**src/dmr_regs_defs.vh**
```
`ifndef DMR_REGS_DEFS_VH
`define DMR_REGS_DEFS_VH

// register byte offsets inside the 128-byte window
`define DMR_ADDR_W        7
`define DMR_OFF_CTL       7'h00
`define DMR_OFF_STS       7'h04
`define DMR_OFF_CUR       7'h08
`define DMR_OFF_TAIL      7'h10
`define DMR_OFF_SRC       7'h18
`define DMR_OFF_DST       7'h20
`define DMR_OFF_BTT       7'h28

// control field positions
`define DMR_CTL_DLY_HI    31
`define DMR_CTL_DLY_LO    24
`define DMR_CTL_THR_HI    23
`define DMR_CTL_THR_LO    16
`define DMR_CTL_ERR_EN    14
`define DMR_CTL_DLY_EN    13
`define DMR_CTL_IOC_EN    12
`define DMR_CTL_CHAIN     3
`define DMR_CTL_SRST      2

// status field positions
`define DMR_STS_ERR       14
`define DMR_STS_DLY       13
`define DMR_STS_IOC       12

// reset values
`define DMR_DLY_RST       8'h00
`define DMR_THR_RST       8'h01
`define DMR_THR_ZERO      8'h00
`define DMR_IDLE_RST      1'b0
`define DMR_WORD_RST      32'h0000_0000

// delay tick resolution in clock cycles
`define DMR_TICK_DEF      256
`define DMR_TICK_W        17

// bus answers
`define DMR_RESP_OKAY     2'b00

`endif

```
**src/dmr_tick_div.v**
```verilog
`timescale 1ns/1ps
`default_nettype none
`include "dmr_regs_defs.vh"

module dmr_tick_div #(
	parameter TICK_CYCLES = `DMR_TICK_DEF
) (
	// clock and reset
	input  wire                   ref_clk,
	input  wire                   arst_n,
	// control and tick
	input  wire                   run,
	output wire                   tick
);

	// the count range needs 17 bits, so the upper bits are cut on purpose
	localparam integer           LAST_I = TICK_CYCLES - 1;
	localparam [`DMR_TICK_W-1:0] LAST   = LAST_I[`DMR_TICK_W-1:0];

	reg [`DMR_TICK_W-1:0] cnt_ff;

	assign tick = run & (cnt_ff == LAST);

	// restarting on every stop keeps the first tick a full period away
	always @(posedge ref_clk or negedge arst_n)
	if (!arst_n)
	begin
		cnt_ff <= {`DMR_TICK_W{1'b0}};
	end
	else if (!run || tick)
	begin
		cnt_ff <= {`DMR_TICK_W{1'b0}};
	end
	else
	begin
		cnt_ff <= cnt_ff + 1'b1;
	end

endmodule
`default_nettype wire

```
**src/dmr_ctrl_regs.v**
```verilog
// Operation
// - control 00, status 04, pointers 08/10, addresses 18/20, count 28
// - registers are 32 bits; window decoded on a 128-byte boundary
// - little-endian: byte lane 0 is the least significant byte
// - delay timer ticks every configured number of clocks, chain mode only
// - delay timeout field 31..24, resets to zero, zero disables it
// - delay timer counts only while idle, raises delay event at timeout
// - threshold 23..16 resets to 01h, counts down completions to zero
// - writing zero to the threshold leaves it unchanged
// - without chain support threshold resets and reads as zero
// - bits 14,13,12 enable error, delay, completion interrupts
// - delay enable sets only while chain mode is already one
// - bit 3 selects chain mode, only when chain support is built
// - chain mode off then on reloads the current descriptor pointer
// - bit 2 starts graceful soft reset, reads one until done
// - bit 1 reads one with chain support, zero otherwise
// - reserved bits ignore writes and read as zero
// - status shows live delay timer and threshold countdown
// - error flag sets on error event, write one clears it
// - delay flag sets on timeout, cleared by write one or chain off
// - completion flag sets on transfer done, in chain mode at threshold
// - written one clears a flag, written zero leaves it
// - idle bit; single mode byte count write starts, done sets idle
// - chain mode idle when tail reached; tail write restarts
`timescale 1ns/1ps
`default_nettype none
`include "dmr_regs_defs.vh"

module dmr_ctrl_regs #(
	parameter CHAIN_INC   = 1,
	parameter TICK_CYCLES = `DMR_TICK_DEF
) (
	// clock and reset
	input  wire                   ref_clk,
	input  wire                   arst_n,
	// lite slave write
	input  wire [31:0]            s_axi_lite_awaddr,
	input  wire                   s_axi_lite_awvalid,
	output wire                   s_axi_lite_awready,
	input  wire [31:0]            s_axi_lite_wdata,
	input  wire [3:0]             s_axi_lite_wstrb,
	input  wire                   s_axi_lite_wvalid,
	output wire                   s_axi_lite_wready,
	output wire [1:0]             s_axi_lite_bresp,
	output wire                   s_axi_lite_bvalid,
	input  wire                   s_axi_lite_bready,
	// lite slave read
	input  wire [31:0]            s_axi_lite_araddr,
	input  wire                   s_axi_lite_arvalid,
	output wire                   s_axi_lite_arready,
	output wire [31:0]            s_axi_lite_rdata,
	output wire [1:0]             s_axi_lite_rresp,
	output wire                   s_axi_lite_rvalid,
	input  wire                   s_axi_lite_rready,
	// engine events
	input  wire                   completion_event,
	input  wire                   error_event,
	input  wire                   chain_done_event,
	input  wire                   soft_reset_done,
	// engine control
	output wire [31:0]            source_address,
	output wire [31:0]            destination_address,
	output wire [31:0]            byte_count,
	output wire [31:0]            current_descriptor_pointer,
	output wire [31:0]            tail_descriptor_pointer,
	output wire                   chain_mode_select,
	output wire                   single_start,
	output wire                   chain_start,
	output wire                   desc_reload,
	output wire                   soft_reset_req,
	output wire                   intr_out
);

	localparam       SG      = (CHAIN_INC != 0);
	localparam [7:0] THR_RST = SG ? `DMR_THR_RST : `DMR_THR_ZERO;

	reg  [7:0]  ctl_dly_to_ff;
	reg  [7:0]  ctl_thr_ff;
	reg         ctl_err_en_ff;
	reg         ctl_dly_en_ff;
	reg         ctl_ioc_en_ff;
	reg         ctl_chain_ff;
	reg         ctl_srst_ff;
	reg         st_err_ff;
	reg         st_dly_ff;
	reg         st_ioc_ff;
	reg         st_idle_ff;
	reg  [7:0]  thr_cnt_ff;
	reg  [7:0]  dly_cnt_ff;
	reg  [31:0] cur_ff;
	reg  [31:0] tail_ff;
	reg  [31:0] src_ff;
	reg  [31:0] dst_ff;
	reg  [31:0] btt_ff;
	reg         bvalid_ff;
	reg         rvalid_ff;
	reg  [31:0] rdata_ff;
	reg         single_start_ff;
	reg         chain_start_ff;
	reg         desc_reload_ff;
	reg         intr_ff;
	reg  [31:0] nxt_rdata;

	wire [31:0] wmask;
	wire [31:0] ctl_word;
	wire [31:0] sts_word;
	wire [31:0] ctl_new;
	wire        wr_go;
	wire        rd_go;
	wire [`DMR_ADDR_W-1:0] wr_off;
	wire [`DMR_ADDR_W-1:0] rd_off;
	wire        wr_ctl;
	wire        wr_sts;
	wire        nv_chain;
	wire        chain_fall;
	wire        chain_rise;
	wire        thr_wr;
	wire        srst_clr;
	wire        dly_run;
	wire        tick;
	wire        dly_hit;
	wire        thr_hit;
	wire        ioc_set;
	wire        idle_set;
	wire        idle_clr;

	// little-endian lanes
	// wstrb bit n guards byte n, bits 8n+7..8n
	assign wmask = {{8{s_axi_lite_wstrb[3]}}, {8{s_axi_lite_wstrb[2]}},
		{8{s_axi_lite_wstrb[1]}}, {8{s_axi_lite_wstrb[0]}}};

	function [31:0] merge;
		input [31:0] old;
		input [31:0] dat;
		input [31:0] msk;
		begin
			merge = (old & ~msk) | (dat & msk);
		end
	endfunction

	// one write in flight; the answer must be taken before the next
	assign wr_go = s_axi_lite_awvalid & s_axi_lite_wvalid & ~bvalid_ff;
	assign rd_go = s_axi_lite_arvalid & ~rvalid_ff;
	assign s_axi_lite_awready = wr_go;
	assign s_axi_lite_wready  = wr_go;
	assign s_axi_lite_arready = rd_go;
	assign s_axi_lite_bvalid  = bvalid_ff;
	assign s_axi_lite_rvalid  = rvalid_ff;
	assign s_axi_lite_rdata   = rdata_ff;
	assign s_axi_lite_bresp   = `DMR_RESP_OKAY;
	assign s_axi_lite_rresp   = `DMR_RESP_OKAY;

	// 128-byte window
	// address bits above the window belong to the system decoder
	assign wr_off = {s_axi_lite_awaddr[`DMR_ADDR_W-1:2], 2'b00};
	assign rd_off = {s_axi_lite_araddr[`DMR_ADDR_W-1:2], 2'b00};

	assign wr_ctl = wr_go & (wr_off == `DMR_OFF_CTL);
	assign wr_sts = wr_go & (wr_off == `DMR_OFF_STS);

	assign ctl_word = {ctl_dly_to_ff, ctl_thr_ff, 1'b0, ctl_err_en_ff,
		ctl_dly_en_ff, ctl_ioc_en_ff, 8'h00, ctl_chain_ff, ctl_srst_ff,
		SG ? 1'b1 : 1'b0, 1'b0};

	assign sts_word = {dly_cnt_ff, thr_cnt_ff, 1'b0, st_err_ff, st_dly_ff,
		st_ioc_ff, 8'h00, SG ? 1'b1 : 1'b0, 1'b0, st_idle_ff, 1'b0};

	assign ctl_new = merge(ctl_word, s_axi_lite_wdata, wmask);

	assign nv_chain   = ctl_new[`DMR_CTL_CHAIN] & SG;
	assign chain_fall = wr_ctl & ctl_chain_ff & ~nv_chain;
	assign chain_rise = wr_ctl & ~ctl_chain_ff & nv_chain;

	assign thr_wr = wr_ctl & s_axi_lite_wstrb[2] & SG &
		(s_axi_lite_wdata[`DMR_CTL_THR_HI:`DMR_CTL_THR_LO] != 8'h00);

	// registers return to reset once the engine has drained
	assign srst_clr = ctl_srst_ff & soft_reset_done;

	assign dly_run = ctl_chain_ff & st_idle_ff &
		(ctl_dly_to_ff != 8'h00) & ~completion_event;

	dmr_tick_div #(
		.TICK_CYCLES (TICK_CYCLES)
	) u_tick (
		.ref_clk (ref_clk),
		.arst_n  (arst_n),
		.run     (dly_run),
		.tick    (tick)
	);

	assign dly_hit = tick & (dly_cnt_ff + 8'h01 == ctl_dly_to_ff);

	assign thr_hit = completion_event & ctl_chain_ff & (thr_cnt_ff <= 8'h01);

	assign ioc_set = completion_event & (~ctl_chain_ff | thr_hit);

	assign idle_clr = (wr_go & (wr_off == `DMR_OFF_BTT) & ~ctl_chain_ff) |
		(wr_go & (wr_off == `DMR_OFF_TAIL) & ctl_chain_ff);
	assign idle_set = (completion_event & ~ctl_chain_ff) |
		(chain_done_event & ctl_chain_ff) | error_event;

	// control register
	always @(posedge ref_clk or negedge arst_n)
	if (!arst_n)
	begin
		ctl_dly_to_ff <= `DMR_DLY_RST;
		ctl_thr_ff    <= THR_RST;
		ctl_err_en_ff <= 1'b0;
		ctl_dly_en_ff <= 1'b0;
		ctl_ioc_en_ff <= 1'b0;
		ctl_chain_ff  <= 1'b0;
		ctl_srst_ff   <= 1'b0;
	end
	else if (srst_clr)
	begin
		ctl_dly_to_ff <= `DMR_DLY_RST;
		ctl_thr_ff    <= THR_RST;
		ctl_err_en_ff <= 1'b0;
		ctl_dly_en_ff <= 1'b0;
		ctl_ioc_en_ff <= 1'b0;
		ctl_chain_ff  <= 1'b0;
		ctl_srst_ff   <= 1'b0;
	end
	else if (wr_ctl)
	begin
		ctl_dly_to_ff <= ctl_new[`DMR_CTL_DLY_HI:`DMR_CTL_DLY_LO];
		if (thr_wr)
			ctl_thr_ff <= s_axi_lite_wdata[`DMR_CTL_THR_HI:`DMR_CTL_THR_LO];
		ctl_err_en_ff <= ctl_new[`DMR_CTL_ERR_EN];
		ctl_ioc_en_ff <= ctl_new[`DMR_CTL_IOC_EN];
		ctl_dly_en_ff <= ctl_new[`DMR_CTL_DLY_EN] & ctl_chain_ff;
		ctl_chain_ff  <= nv_chain;
		ctl_srst_ff   <= ctl_srst_ff | ctl_new[`DMR_CTL_SRST];
	end

	// status flags; a hardware set beats a same-cycle write-one clear
	always @(posedge ref_clk or negedge arst_n)
	if (!arst_n)
	begin
		st_err_ff  <= 1'b0;
		st_dly_ff  <= 1'b0;
		st_ioc_ff  <= 1'b0;
		st_idle_ff <= `DMR_IDLE_RST;
	end
	else if (srst_clr)
	begin
		st_err_ff  <= 1'b0;
		st_dly_ff  <= 1'b0;
		st_ioc_ff  <= 1'b0;
		st_idle_ff <= `DMR_IDLE_RST;
	end
	else
	begin
		if (error_event)
			st_err_ff <= 1'b1;
		else if (wr_sts & wmask[`DMR_STS_ERR] &
			s_axi_lite_wdata[`DMR_STS_ERR])
			st_err_ff <= 1'b0;
		// delay flag, also dropped when chain mode is written off
		if (dly_hit)
			st_dly_ff <= 1'b1;
		else if (chain_fall | (wr_sts & wmask[`DMR_STS_DLY] &
			s_axi_lite_wdata[`DMR_STS_DLY]))
			st_dly_ff <= 1'b0;
		if (ioc_set)
			st_ioc_ff <= 1'b1;
		else if (wr_sts & wmask[`DMR_STS_IOC] &
			s_axi_lite_wdata[`DMR_STS_IOC])
			st_ioc_ff <= 1'b0;
		if (idle_set)
			st_idle_ff <= 1'b1;
		else if (idle_clr)
			st_idle_ff <= 1'b0;
	end

	// coalescing counters
	always @(posedge ref_clk or negedge arst_n)
	if (!arst_n)
	begin
		thr_cnt_ff <= THR_RST;
		dly_cnt_ff <= `DMR_DLY_RST;
	end
	else if (srst_clr)
	begin
		thr_cnt_ff <= THR_RST;
		dly_cnt_ff <= `DMR_DLY_RST;
	end
	else
	begin
		if (thr_wr)
			thr_cnt_ff <= s_axi_lite_wdata[`DMR_CTL_THR_HI:`DMR_CTL_THR_LO];
		else if (thr_hit)
			thr_cnt_ff <= ctl_thr_ff;
		else if (completion_event & ctl_chain_ff)
			thr_cnt_ff <= thr_cnt_ff - 8'h01;
		// count ticks up to the timeout
		if (!dly_run || dly_hit)
			dly_cnt_ff <= `DMR_DLY_RST;
		else if (tick)
			dly_cnt_ff <= dly_cnt_ff + 8'h01;
	end

	always @(posedge ref_clk or negedge arst_n)
	if (!arst_n)
	begin
		cur_ff  <= `DMR_WORD_RST;
		tail_ff <= `DMR_WORD_RST;
		src_ff  <= `DMR_WORD_RST;
		dst_ff  <= `DMR_WORD_RST;
		btt_ff  <= `DMR_WORD_RST;
	end
	else if (srst_clr)
	begin
		cur_ff  <= `DMR_WORD_RST;
		tail_ff <= `DMR_WORD_RST;
		src_ff  <= `DMR_WORD_RST;
		dst_ff  <= `DMR_WORD_RST;
		btt_ff  <= `DMR_WORD_RST;
	end
	else if (wr_go)
	begin
		if (wr_off == `DMR_OFF_CUR)
			cur_ff <= merge(cur_ff, s_axi_lite_wdata, wmask);
		if (wr_off == `DMR_OFF_TAIL)
			tail_ff <= merge(tail_ff, s_axi_lite_wdata, wmask);
		if (wr_off == `DMR_OFF_SRC)
			src_ff <= merge(src_ff, s_axi_lite_wdata, wmask);
		if (wr_off == `DMR_OFF_DST)
			dst_ff <= merge(dst_ff, s_axi_lite_wdata, wmask);
		if (wr_off == `DMR_OFF_BTT)
			btt_ff <= merge(btt_ff, s_axi_lite_wdata, wmask);
	end

	// gaps and unmapped offsets read zero
	always @*
	begin
		nxt_rdata = `DMR_WORD_RST;
		case (rd_off)
			`DMR_OFF_CTL:  nxt_rdata = ctl_word;
			`DMR_OFF_STS:  nxt_rdata = sts_word;
			`DMR_OFF_CUR:  nxt_rdata = cur_ff;
			`DMR_OFF_TAIL: nxt_rdata = tail_ff;
			`DMR_OFF_SRC:  nxt_rdata = src_ff;
			`DMR_OFF_DST:  nxt_rdata = dst_ff;
			`DMR_OFF_BTT:  nxt_rdata = btt_ff;
			default:       nxt_rdata = `DMR_WORD_RST;
		endcase
	end

	// bus answers, pulses and interrupt
	always @(posedge ref_clk or negedge arst_n)
	if (!arst_n)
	begin
		bvalid_ff       <= 1'b0;
		rvalid_ff       <= 1'b0;
		rdata_ff        <= `DMR_WORD_RST;
		single_start_ff <= 1'b0;
		chain_start_ff  <= 1'b0;
		desc_reload_ff  <= 1'b0;
		intr_ff         <= 1'b0;
	end
	else
	begin
		if (wr_go)
			bvalid_ff <= 1'b1;
		else if (s_axi_lite_bready)
			bvalid_ff <= 1'b0;
		if (rd_go)
		begin
			rvalid_ff <= 1'b1;
			rdata_ff  <= nxt_rdata;
		end
		else if (s_axi_lite_rready)
			rvalid_ff <= 1'b0;
		single_start_ff <= wr_go & (wr_off == `DMR_OFF_BTT) & ~ctl_chain_ff;
		chain_start_ff  <= wr_go & (wr_off == `DMR_OFF_TAIL) & ctl_chain_ff;
		desc_reload_ff  <= chain_rise;
		intr_ff <= (st_err_ff & ctl_err_en_ff) | (st_dly_ff & ctl_dly_en_ff) |
			(st_ioc_ff & ctl_ioc_en_ff);
	end

	assign source_address             = src_ff;
	assign destination_address        = dst_ff;
	assign byte_count                 = btt_ff;
	assign current_descriptor_pointer = cur_ff;
	assign tail_descriptor_pointer    = tail_ff;
	assign chain_mode_select          = ctl_chain_ff;
	assign single_start               = single_start_ff;
	assign chain_start                = chain_start_ff;
	assign desc_reload                = desc_reload_ff;
	assign soft_reset_req             = ctl_srst_ff;
	assign intr_out                   = intr_ff;

endmodule
`default_nettype wire

```
**config.mk**
```make
export PLATFORM = sky130hd
export DESIGN_NAME = dmr_ctrl_regs
export DESIGN_NICKNAME = d
export VERILOG_FILES = /design/src/dmr_tick_div.v /design/src/dmr_ctrl_regs.v
export VERILOG_INCLUDE_DIRS = /design/src
export SDC_FILE = /design/constraint.sdc
export NUM_CORES = 1
export LEC_CHECK = 0
export BUFFER_PORTS_ARGS = -buffer_cell sky130_fd_sc_hd__buf_2
export CORE_MARGIN = 1
export CORE_UTILIZATION = 31
export DETAILED_ROUTE_END_ITERATION = 10
export GPL_TIMING_DRIVEN = 0
export PLACE_DENSITY_LB_ADDON = 0.08
export SLEW_MARGIN = 0
export SYNTH_ARGS = -nofsm -noshare
export SYNTH_HDL_FRONTEND = slang
export SYNTH_HIERARCHICAL = 1
export SYNTH_SLANG_ARGS = --single-unit
```
**constraint.sdc**
```tcl
create_clock -name ref_clk -period 5.54 [get_ports ref_clk]
set_input_delay 1.108 -clock ref_clk [delete_from_list [all_inputs] [get_ports ref_clk]]
set_output_delay 1.108 -clock ref_clk [all_outputs]
set_load 0.01 [all_outputs]
```
Word level (Yosys, flattened, before mapping)
Index checks and enable logic that the tools add are counted.
Widths: inputs -> output; s select.
{ "word_totals": {"elab_cells": 189, "regBits": 256, "out_inout_bits": 207, "input_bits": 111} }
{ "op_classes": {"n_lt_le_gt_ge": 1, "n_reduce_logical": 29, "mux": 55, "add_sub_neg": 3, "eq_ne": 14, "n_bitwise": 61} }
{ "ops": {"columns": ["cell", "n"], "rows": [
  ["$mux 32", 15],
  ["$and 32x32->32", 7],
  ["$pmux 32 s7", 1],
  ["$or 32x32->32", 6],
  ["$mux 8", 12],
  ["$and 1x1->1", 34],
  ["$not 32->32", 1],
  ["$mux 1", 26],
  ["$eq 5x3->1 const B", 4],
  ["$eq 5x4->1 const B", 4],
  ["$reduce_bool 2->1", 10],
  ["$add 17x1->17 const B", 1],
  ["$eq 17x8->1 const B", 1],
  ["$mux 17", 1],
  ["$reduce_bool 8->1", 2],
  ["$reduce_bool 3->1", 5],
  ["$logic_not 7->1", 2],
  ["$reduce_and 2->1", 6],
  ["$eq 5x1->1 const B", 2],
  ["$eq 5x2->1 const B", 2],
  ["$add 8x1->8 const B", 1],
  ["$eq 8x8->1", 1],
  ["$le 8x1->1 const B", 1],
  ["$or 1x1->1", 8],
  ["other kinds (5)", 10]
]} }

Longest topological paths before layout
{ "logic_depth": {"depth_word": 9, "ltp_mapped": 10, "mapped_depth_nobuf": 8} }

Hierarchy
The synthesis kept the hierarchy.
{ "modules_own_cells": {"columns": ["mod", "area_each_um2", "cells_per_inst", "n_inst", "seq_area_each_um2"], "rows": [
  ["dmr_ctrl_regs", 11288.3, 1237, 1, 5983.2],
  ["dmr_tick_div", 857.1, 86, 1, 425.4]
]} }

Worst setup path before layout
Ideal clock, no wire load.
{ "synth_path": {"path_kind": "input port to flip-flop", "start": "input port completion_event", "end": "register dly_cnt_ff[0]", "setup_time_ns": 0.126, "path_slack_ns": 2.165, "t_arrival_ns": 3.249, "path_stages": 8, "required_time_ns": 5.414, "path_buffers": 1, "path_cell_list": "a2111oi_0 inv_1 nor4b_1 clkbuf_1 o2111ai_1 a21oi_1 a41o_1 nor2_1"} }
{ "synth_via": {"elab_chain_cells": 7, "elab_cells_between_ends": 9, "cone_classes": "mux: 2; bitwise: 4; reduce/logical: 3"} }
{ "synth_rtl": {"columns": ["element", "line_no", "rtl"], "rows": [
  ["from (decl)", "dmr_ctrl_regs.v:56", "input wire completion_event,"],
  ["$not 1->1 *", "dmr_ctrl_regs.v:181", "(ctl_dly_to_ff != 8'h00) & ~completion_event;"],
  ["$and 1x1->1 *", "dmr_ctrl_regs.v:181", null],
  ["$and 1x1->1 *", "dmr_tick_div.v:22", "assign tick = run & (cnt_ff == LAST);"],
  ["via tick", "dmr_ctrl_regs.v:120", "wire tick;"],
  ["$and 1x1->1", "dmr_ctrl_regs.v:192", "assign dly_hit = tick & (dly_cnt_ff + 8'h01 == ctl_dly_to_ff);"],
  ["$logic_or 1x1->1", "dmr_ctrl_regs.v:298", "if (!dly_run || dly_hit)"],
  ["$mux 8", "dmr_ctrl_regs.v:298", null],
  ["$mux 8", "dmr_ctrl_regs.v:284", "else if (srst_clr)"],
  ["to (signal assigned)", "dmr_ctrl_regs.v:287", "dly_cnt_ff <= `DMR_DLY_RST;"],
  ["to (signal assigned)", "dmr_ctrl_regs.v:299", "dly_cnt_ff <= `DMR_DLY_RST;"],
  ["to (signal assigned)", "dmr_ctrl_regs.v:301", "dly_cnt_ff <= dly_cnt_ff + 8'h01;"],
  ["to (decl)", "dmr_ctrl_regs.v:89", "reg [7:0] dly_cnt_ff;"]
]} }
Mark *: on every way through the listed nets, which the timed path passes. The rest lies on a longest branch.
A chain may end at the register's enable or synchronous reset.

Final worst setup path
{ "layout_path": {"start": "register ctl_chain_ff (netlist: chain_mode_select)", "end": "register dly_cnt_ff[4]"} }
{ "layout_via": {"elab_chain_cells": 8, "elab_cells_between_ends": 10, "cone_classes": "mux: 2; bitwise: 5; reduce/logical: 3"} }
{ "layout_rtl": {"columns": ["element", "line_no", "rtl"], "rows": [
  ["from (decl)", "dmr_ctrl_regs.v:82", "reg ctl_chain_ff;"],
  ["from (signal assigned)", "dmr_ctrl_regs.v:233", "ctl_chain_ff <= nv_chain;"],
  ["$and 1x1->1 * (2 in a row)", "dmr_ctrl_regs.v:180", "assign dly_run = ctl_chain_ff & st_idle_ff &"],
  ["$and 1x1->1 *", "dmr_ctrl_regs.v:181", null],
  ["via dly_run", "dmr_ctrl_regs.v:119", "wire dly_run;"],
  ["$and 1x1->1 *", "dmr_tick_div.v:22", null],
  ["via tick", "dmr_ctrl_regs.v:120", null],
  ["$and 1x1->1", "dmr_ctrl_regs.v:192", null],
  ["$logic_or 1x1->1", "dmr_ctrl_regs.v:298", null],
  ["$mux 8", "dmr_ctrl_regs.v:298", null],
  ["$mux 8", "dmr_ctrl_regs.v:284", null]
]} }
Marks and branches as above.

==> flow_metrics.env <==
export IMPL_status="complete, no violations"
export IMPL_p_leak_nw=7.07
export IMPL_die_h_um=200
export IMPL_p_comb_frac=0.130
export IMPL_clock_path_buffers=3
export IMPL_drtIter0Drc=1347
export IMPL_die_x_um=200
export IMPL_cp_end_kind="flip-flop"
export IMPL_arrival_ns=4.01
export IMPL_worstSkewPairLatency_ns=0.58
export IMPL_fp_dieArea_um2=40000
export IMPL_grt_max_degree=98
export IMPL_grt_total_usage=0.276
export IMPL_use_met2=0.409
export IMPL_setup_worst_path_start_class="flip-flop"
export IMPL_place_ws_ns=1.68
export IMPL_antenna_left=0
export IMPL_syn_to_final_growth_pct=25.2
export IMPL_synth_area_leaders="dfrtp_1 52%, nand3_1 8.2%, a21oi_1 8.0%, nand2_1 7.5%, a22oi_1 3.3%"
export IMPL_synth_compound_area_share=0.185
export IMPL_max_cap_violations=0
export IMPL_postCtsResizedCells=0
export IMPL_gp_congestion=0.916
export IMPL_synth_seq_cells=256
export IMPL_dominantRegCellSynth="dfrtp_1"
export IMPL_netlist_instances=1323
export IMPL_routed_wirelength_mm=55.7
export IMPL_num_nets_final=1732
export IMPL_max_stage_delay_ns=0.60
export IMPL_synthAdderAreaFrac=0.00412
export IMPL_cts_tree="built"
export IMPL_synthSimpleGateAreaFrac=0.213
export IMPL_cts_sinks=256
export IMPL_tightest_slew_ns=1.17
export IMPL_critPathBufInv=5
export IMPL_report_final_hold_viol_count=0
export IMPL_clock_power_share=0.430
export IMPL_portBuffers=256
export IMPL_cts_inserted_buffers=30
export IMPL_grt_pass1_vias=11500
export IMPL_max_slew_margin_rel=0.222
export IMPL_setup_viol=0
export IMPL_grt_use_met1=0.408
export IMPL_crit_fanout=10
export IMPL_dp_final_hpwl_mm=39.5
export IMPL_yosysTopAreaCellShare=0.523
export IMPL_cp_cell_sequence="buf_2 > inv_1 > a2111oi_1 > clkdlybuf4s15_2 > inv_1 > nor4b_1 > clkbuf_1 > o2111ai_1 > a21oi_1 > a41o_1 > nor2_1"
export IMPL_cts_root_buf="clkbuf_16"
export IMPL_floorplan_initialDensity=0.314
export IMPL_vias=12100
export IMPL_dp_cells=2103
export IMPL_grt_pass1_wl_mm=79.8
export IMPL_synth_most_common_cell="dfrtp_1"
export IMPL_max_vdd_ir_drop_uv=223
export IMPL_netSwitchingFraction=0.286
export IMPL_hold_class="reg2reg"
export IMPL_netlist_area_um2=12100
export IMPL_core_um2=38600
export IMPL_synthArstFlopShare=1.00
export IMPL_synth_xor_area_frac=0.0238
export IMPL_ctsHtreeMaxLevel=1
export IMPL_period_needed_ns=3.57
export IMPL_drive_gt1_frac=0.215
export IMPL_drc=0
export IMPL_grt_busiest_layer="met2"
export IMPL_io_pins=318
export IMPL_post_cts_buffers=0
export IMPL_rows=72
export IMPL_power_total_mw=4.87
export IMPL_ys_warn_count=6
export IMPL_ys_types=60
export IMPL_yosys_area_top_type="dfrtp_1"
export IMPL_final_cells=2161
export IMPL_yosysSeqAreaShare=0.528
export IMPL_switchingPower_mw=1.39
export IMPL_crit_top_cell="inv_1"
export IMPL_path_class="reg2reg"
export IMPL_muxShareOfSynthArea=0.00412
export IMPL_final_area_um2=15200
export IMPL_use_met3=0.0479
export IMPL_fin_crit_sh=0.645
export IMPL_cts_hold_buf=0
export IMPL_cp_slowest_cell="a2111oi_1"
export IMPL_drv_slew=0
export IMPL_gr_total_overflow=0
export IMPL_antenna_found_initial=2
export IMPL_synth_top_family_by_area="simple AND/OR/NAND/NOR gates"
export IMPL_clkTransAtPathRegs_ns=0.06
export IMPL_cp_required_ns=5.97
export IMPL_synth_edf_count=0
export IMPL_postSynthAreaPerCell_um2=9.18
export IMPL_synthTopCellsByCount="254 x dfrtp_1, 242 x nand2_1, 200 x nand3_1"
export IMPL_sequentialPowerShare=0.440
export IMPL_rsz0062_at_grt="false"
export IMPL_powerDensity_nw_per_um2=320
export IMPL_fin_skew_ns=0.0301
export IMPL_cpLargestDelayFamily="compound AO/OA/AOI/OAI gates"
export IMPL_dr_pass1_iters=6
export IMPL_place_area_um2=14200
export IMPL_fmax_mhz=280
export IMPL_wl_per_cell_um=25.8
export IMPL_p_int_mw=3.48
export IMPL_setup_ws_ns=1.97
export IMPL_routed_via_density=5.59
export IMPL_whs_ns=0.493
==> power by group through the flow <==
| stage | Sequential [mW] | Combinational (mW) | Clock, mW |
|---|---|---|---|
| 4_1_cts | 2.14 | 0.632 | 2.13 |
| 5_1_grt | 2.16 | 0.695 | 2.21 |
| 2_1_floorplan | 2.16 | 0.287 | 0 |
| 3_3_place_gp | 2.17 | 0.619 | 0 |
| 3_5_place_dp | 2.17 | 0.630 | 0 |
| 6_report | 2.14 | 0.631 | 2.09 |
==> flip-flops by register name, indices dropped and copies added, names as in the netlist, 8 cells and up, named ones only <==
| register | flops |
|---|---|
| current_descriptor_pointer | 32 |
| byte_count | 32 |
| destination_address | 32 |
| source_address | 32 |
| u_tick/cnt_ff | 17 |
| thr_cnt_ff | 8 |
| tail_descriptor_pointer | 32 |
| ctl_thr_ff | 8 |
| ctl_dly_to_ff | 8 |
| s_axi_lite_rdata | 32 |
| dly_cnt_ff | 8 |
==> metrics by stage <==
stage / utilization / TNS (ns)
after floorplan: - / 0
after global placement: 0.364 / -463.83
after detailed placement: 0.366 / 0
after CTS: 0.393 / 0
after global routing: 0.393 / 0
final: 0.393 / 0
==> per-layer routing <==
metal / vias up / wire length [um]
li1: 5371 / -
met1: 6050 / 25000
met2: 568 / 24300
met3: 89 / 4780
met4: 2 / 1650
met5: - / 9
==> final timing paths <==
kind	from	to	slack [ns]	cells after the start
min	u_tick/cnt_ff[0]	u_tick/cnt_ff[0]	0.49	1
min in group asynchronous	arst_n	tail_descriptor_pointer[29]	0.50	1
max in group asynchronous	arst_n	source_address[19]	4.13	2
max	chain_mode_select	dly_cnt_ff[4]	1.97	11
min reg2reg	u_tick/cnt_ff[0]	u_tick/cnt_ff[0]	0.49	1
max reg2reg	chain_mode_select	dly_cnt_ff[4]	1.97	11
==> cell families after synthesis <==
kind of cell,Yosys count
and+or+nand+nor,557
buffers and inverters,117
xor gates and xnor gates,33
adders and majority gates,4
other,1
AOI/OAI and AO/OA,350
muxes,5
DFF,256
==> layout by cell type, fill, tap and decap left out, types with 19 or more instances in the layout <==
| cell type | instances |
|---|---|
| clkbuf_1 | 74 |
| nor2_1 | 48 |
| a22o_1 | 32 |
| xnor2_1 | 22 |
| a21oi_1 | 194 |
| a22oi_1 | 53 |
| inv_1 | 19 |
| nand3_1 | 200 |
| clkbuf_16 | 30 |
| dfrtp_1 | 254 |
| buf_2 | 275 |
| a222oi_1 | 32 |
| nand2_1 | 242 |
==> worst register-to-register path, stage by stage (launching register included) <==
cell,delay [ns]
dfrtp_1,0.44
buf_2,0.26
inv_1,0.19
a2111oi_1,0.60
clkdlybuf4s15_2,0.33
inv_1,0.06
nor4b_1,0.28
clkbuf_1,0.46
o2111ai_1,0.19
a21oi_1,0.19
a41o_1,0.34
nor2_1,0.09
==> area by class of cell <==
class,instances,area (um^2)
Antenna cell,2,5.00
Buffer,98,445
Clock buffer,45,867
Clock inverter,11,169
Fill cell,3988,23400
Inverter,19,71.3
Multi-Input combinational cell,953,5230
Sequential cell,256,6410
Tap cell,518,648
Timing Repair Buffer,259,1360
Note: power is estimated with default switching activity, not from simulation.
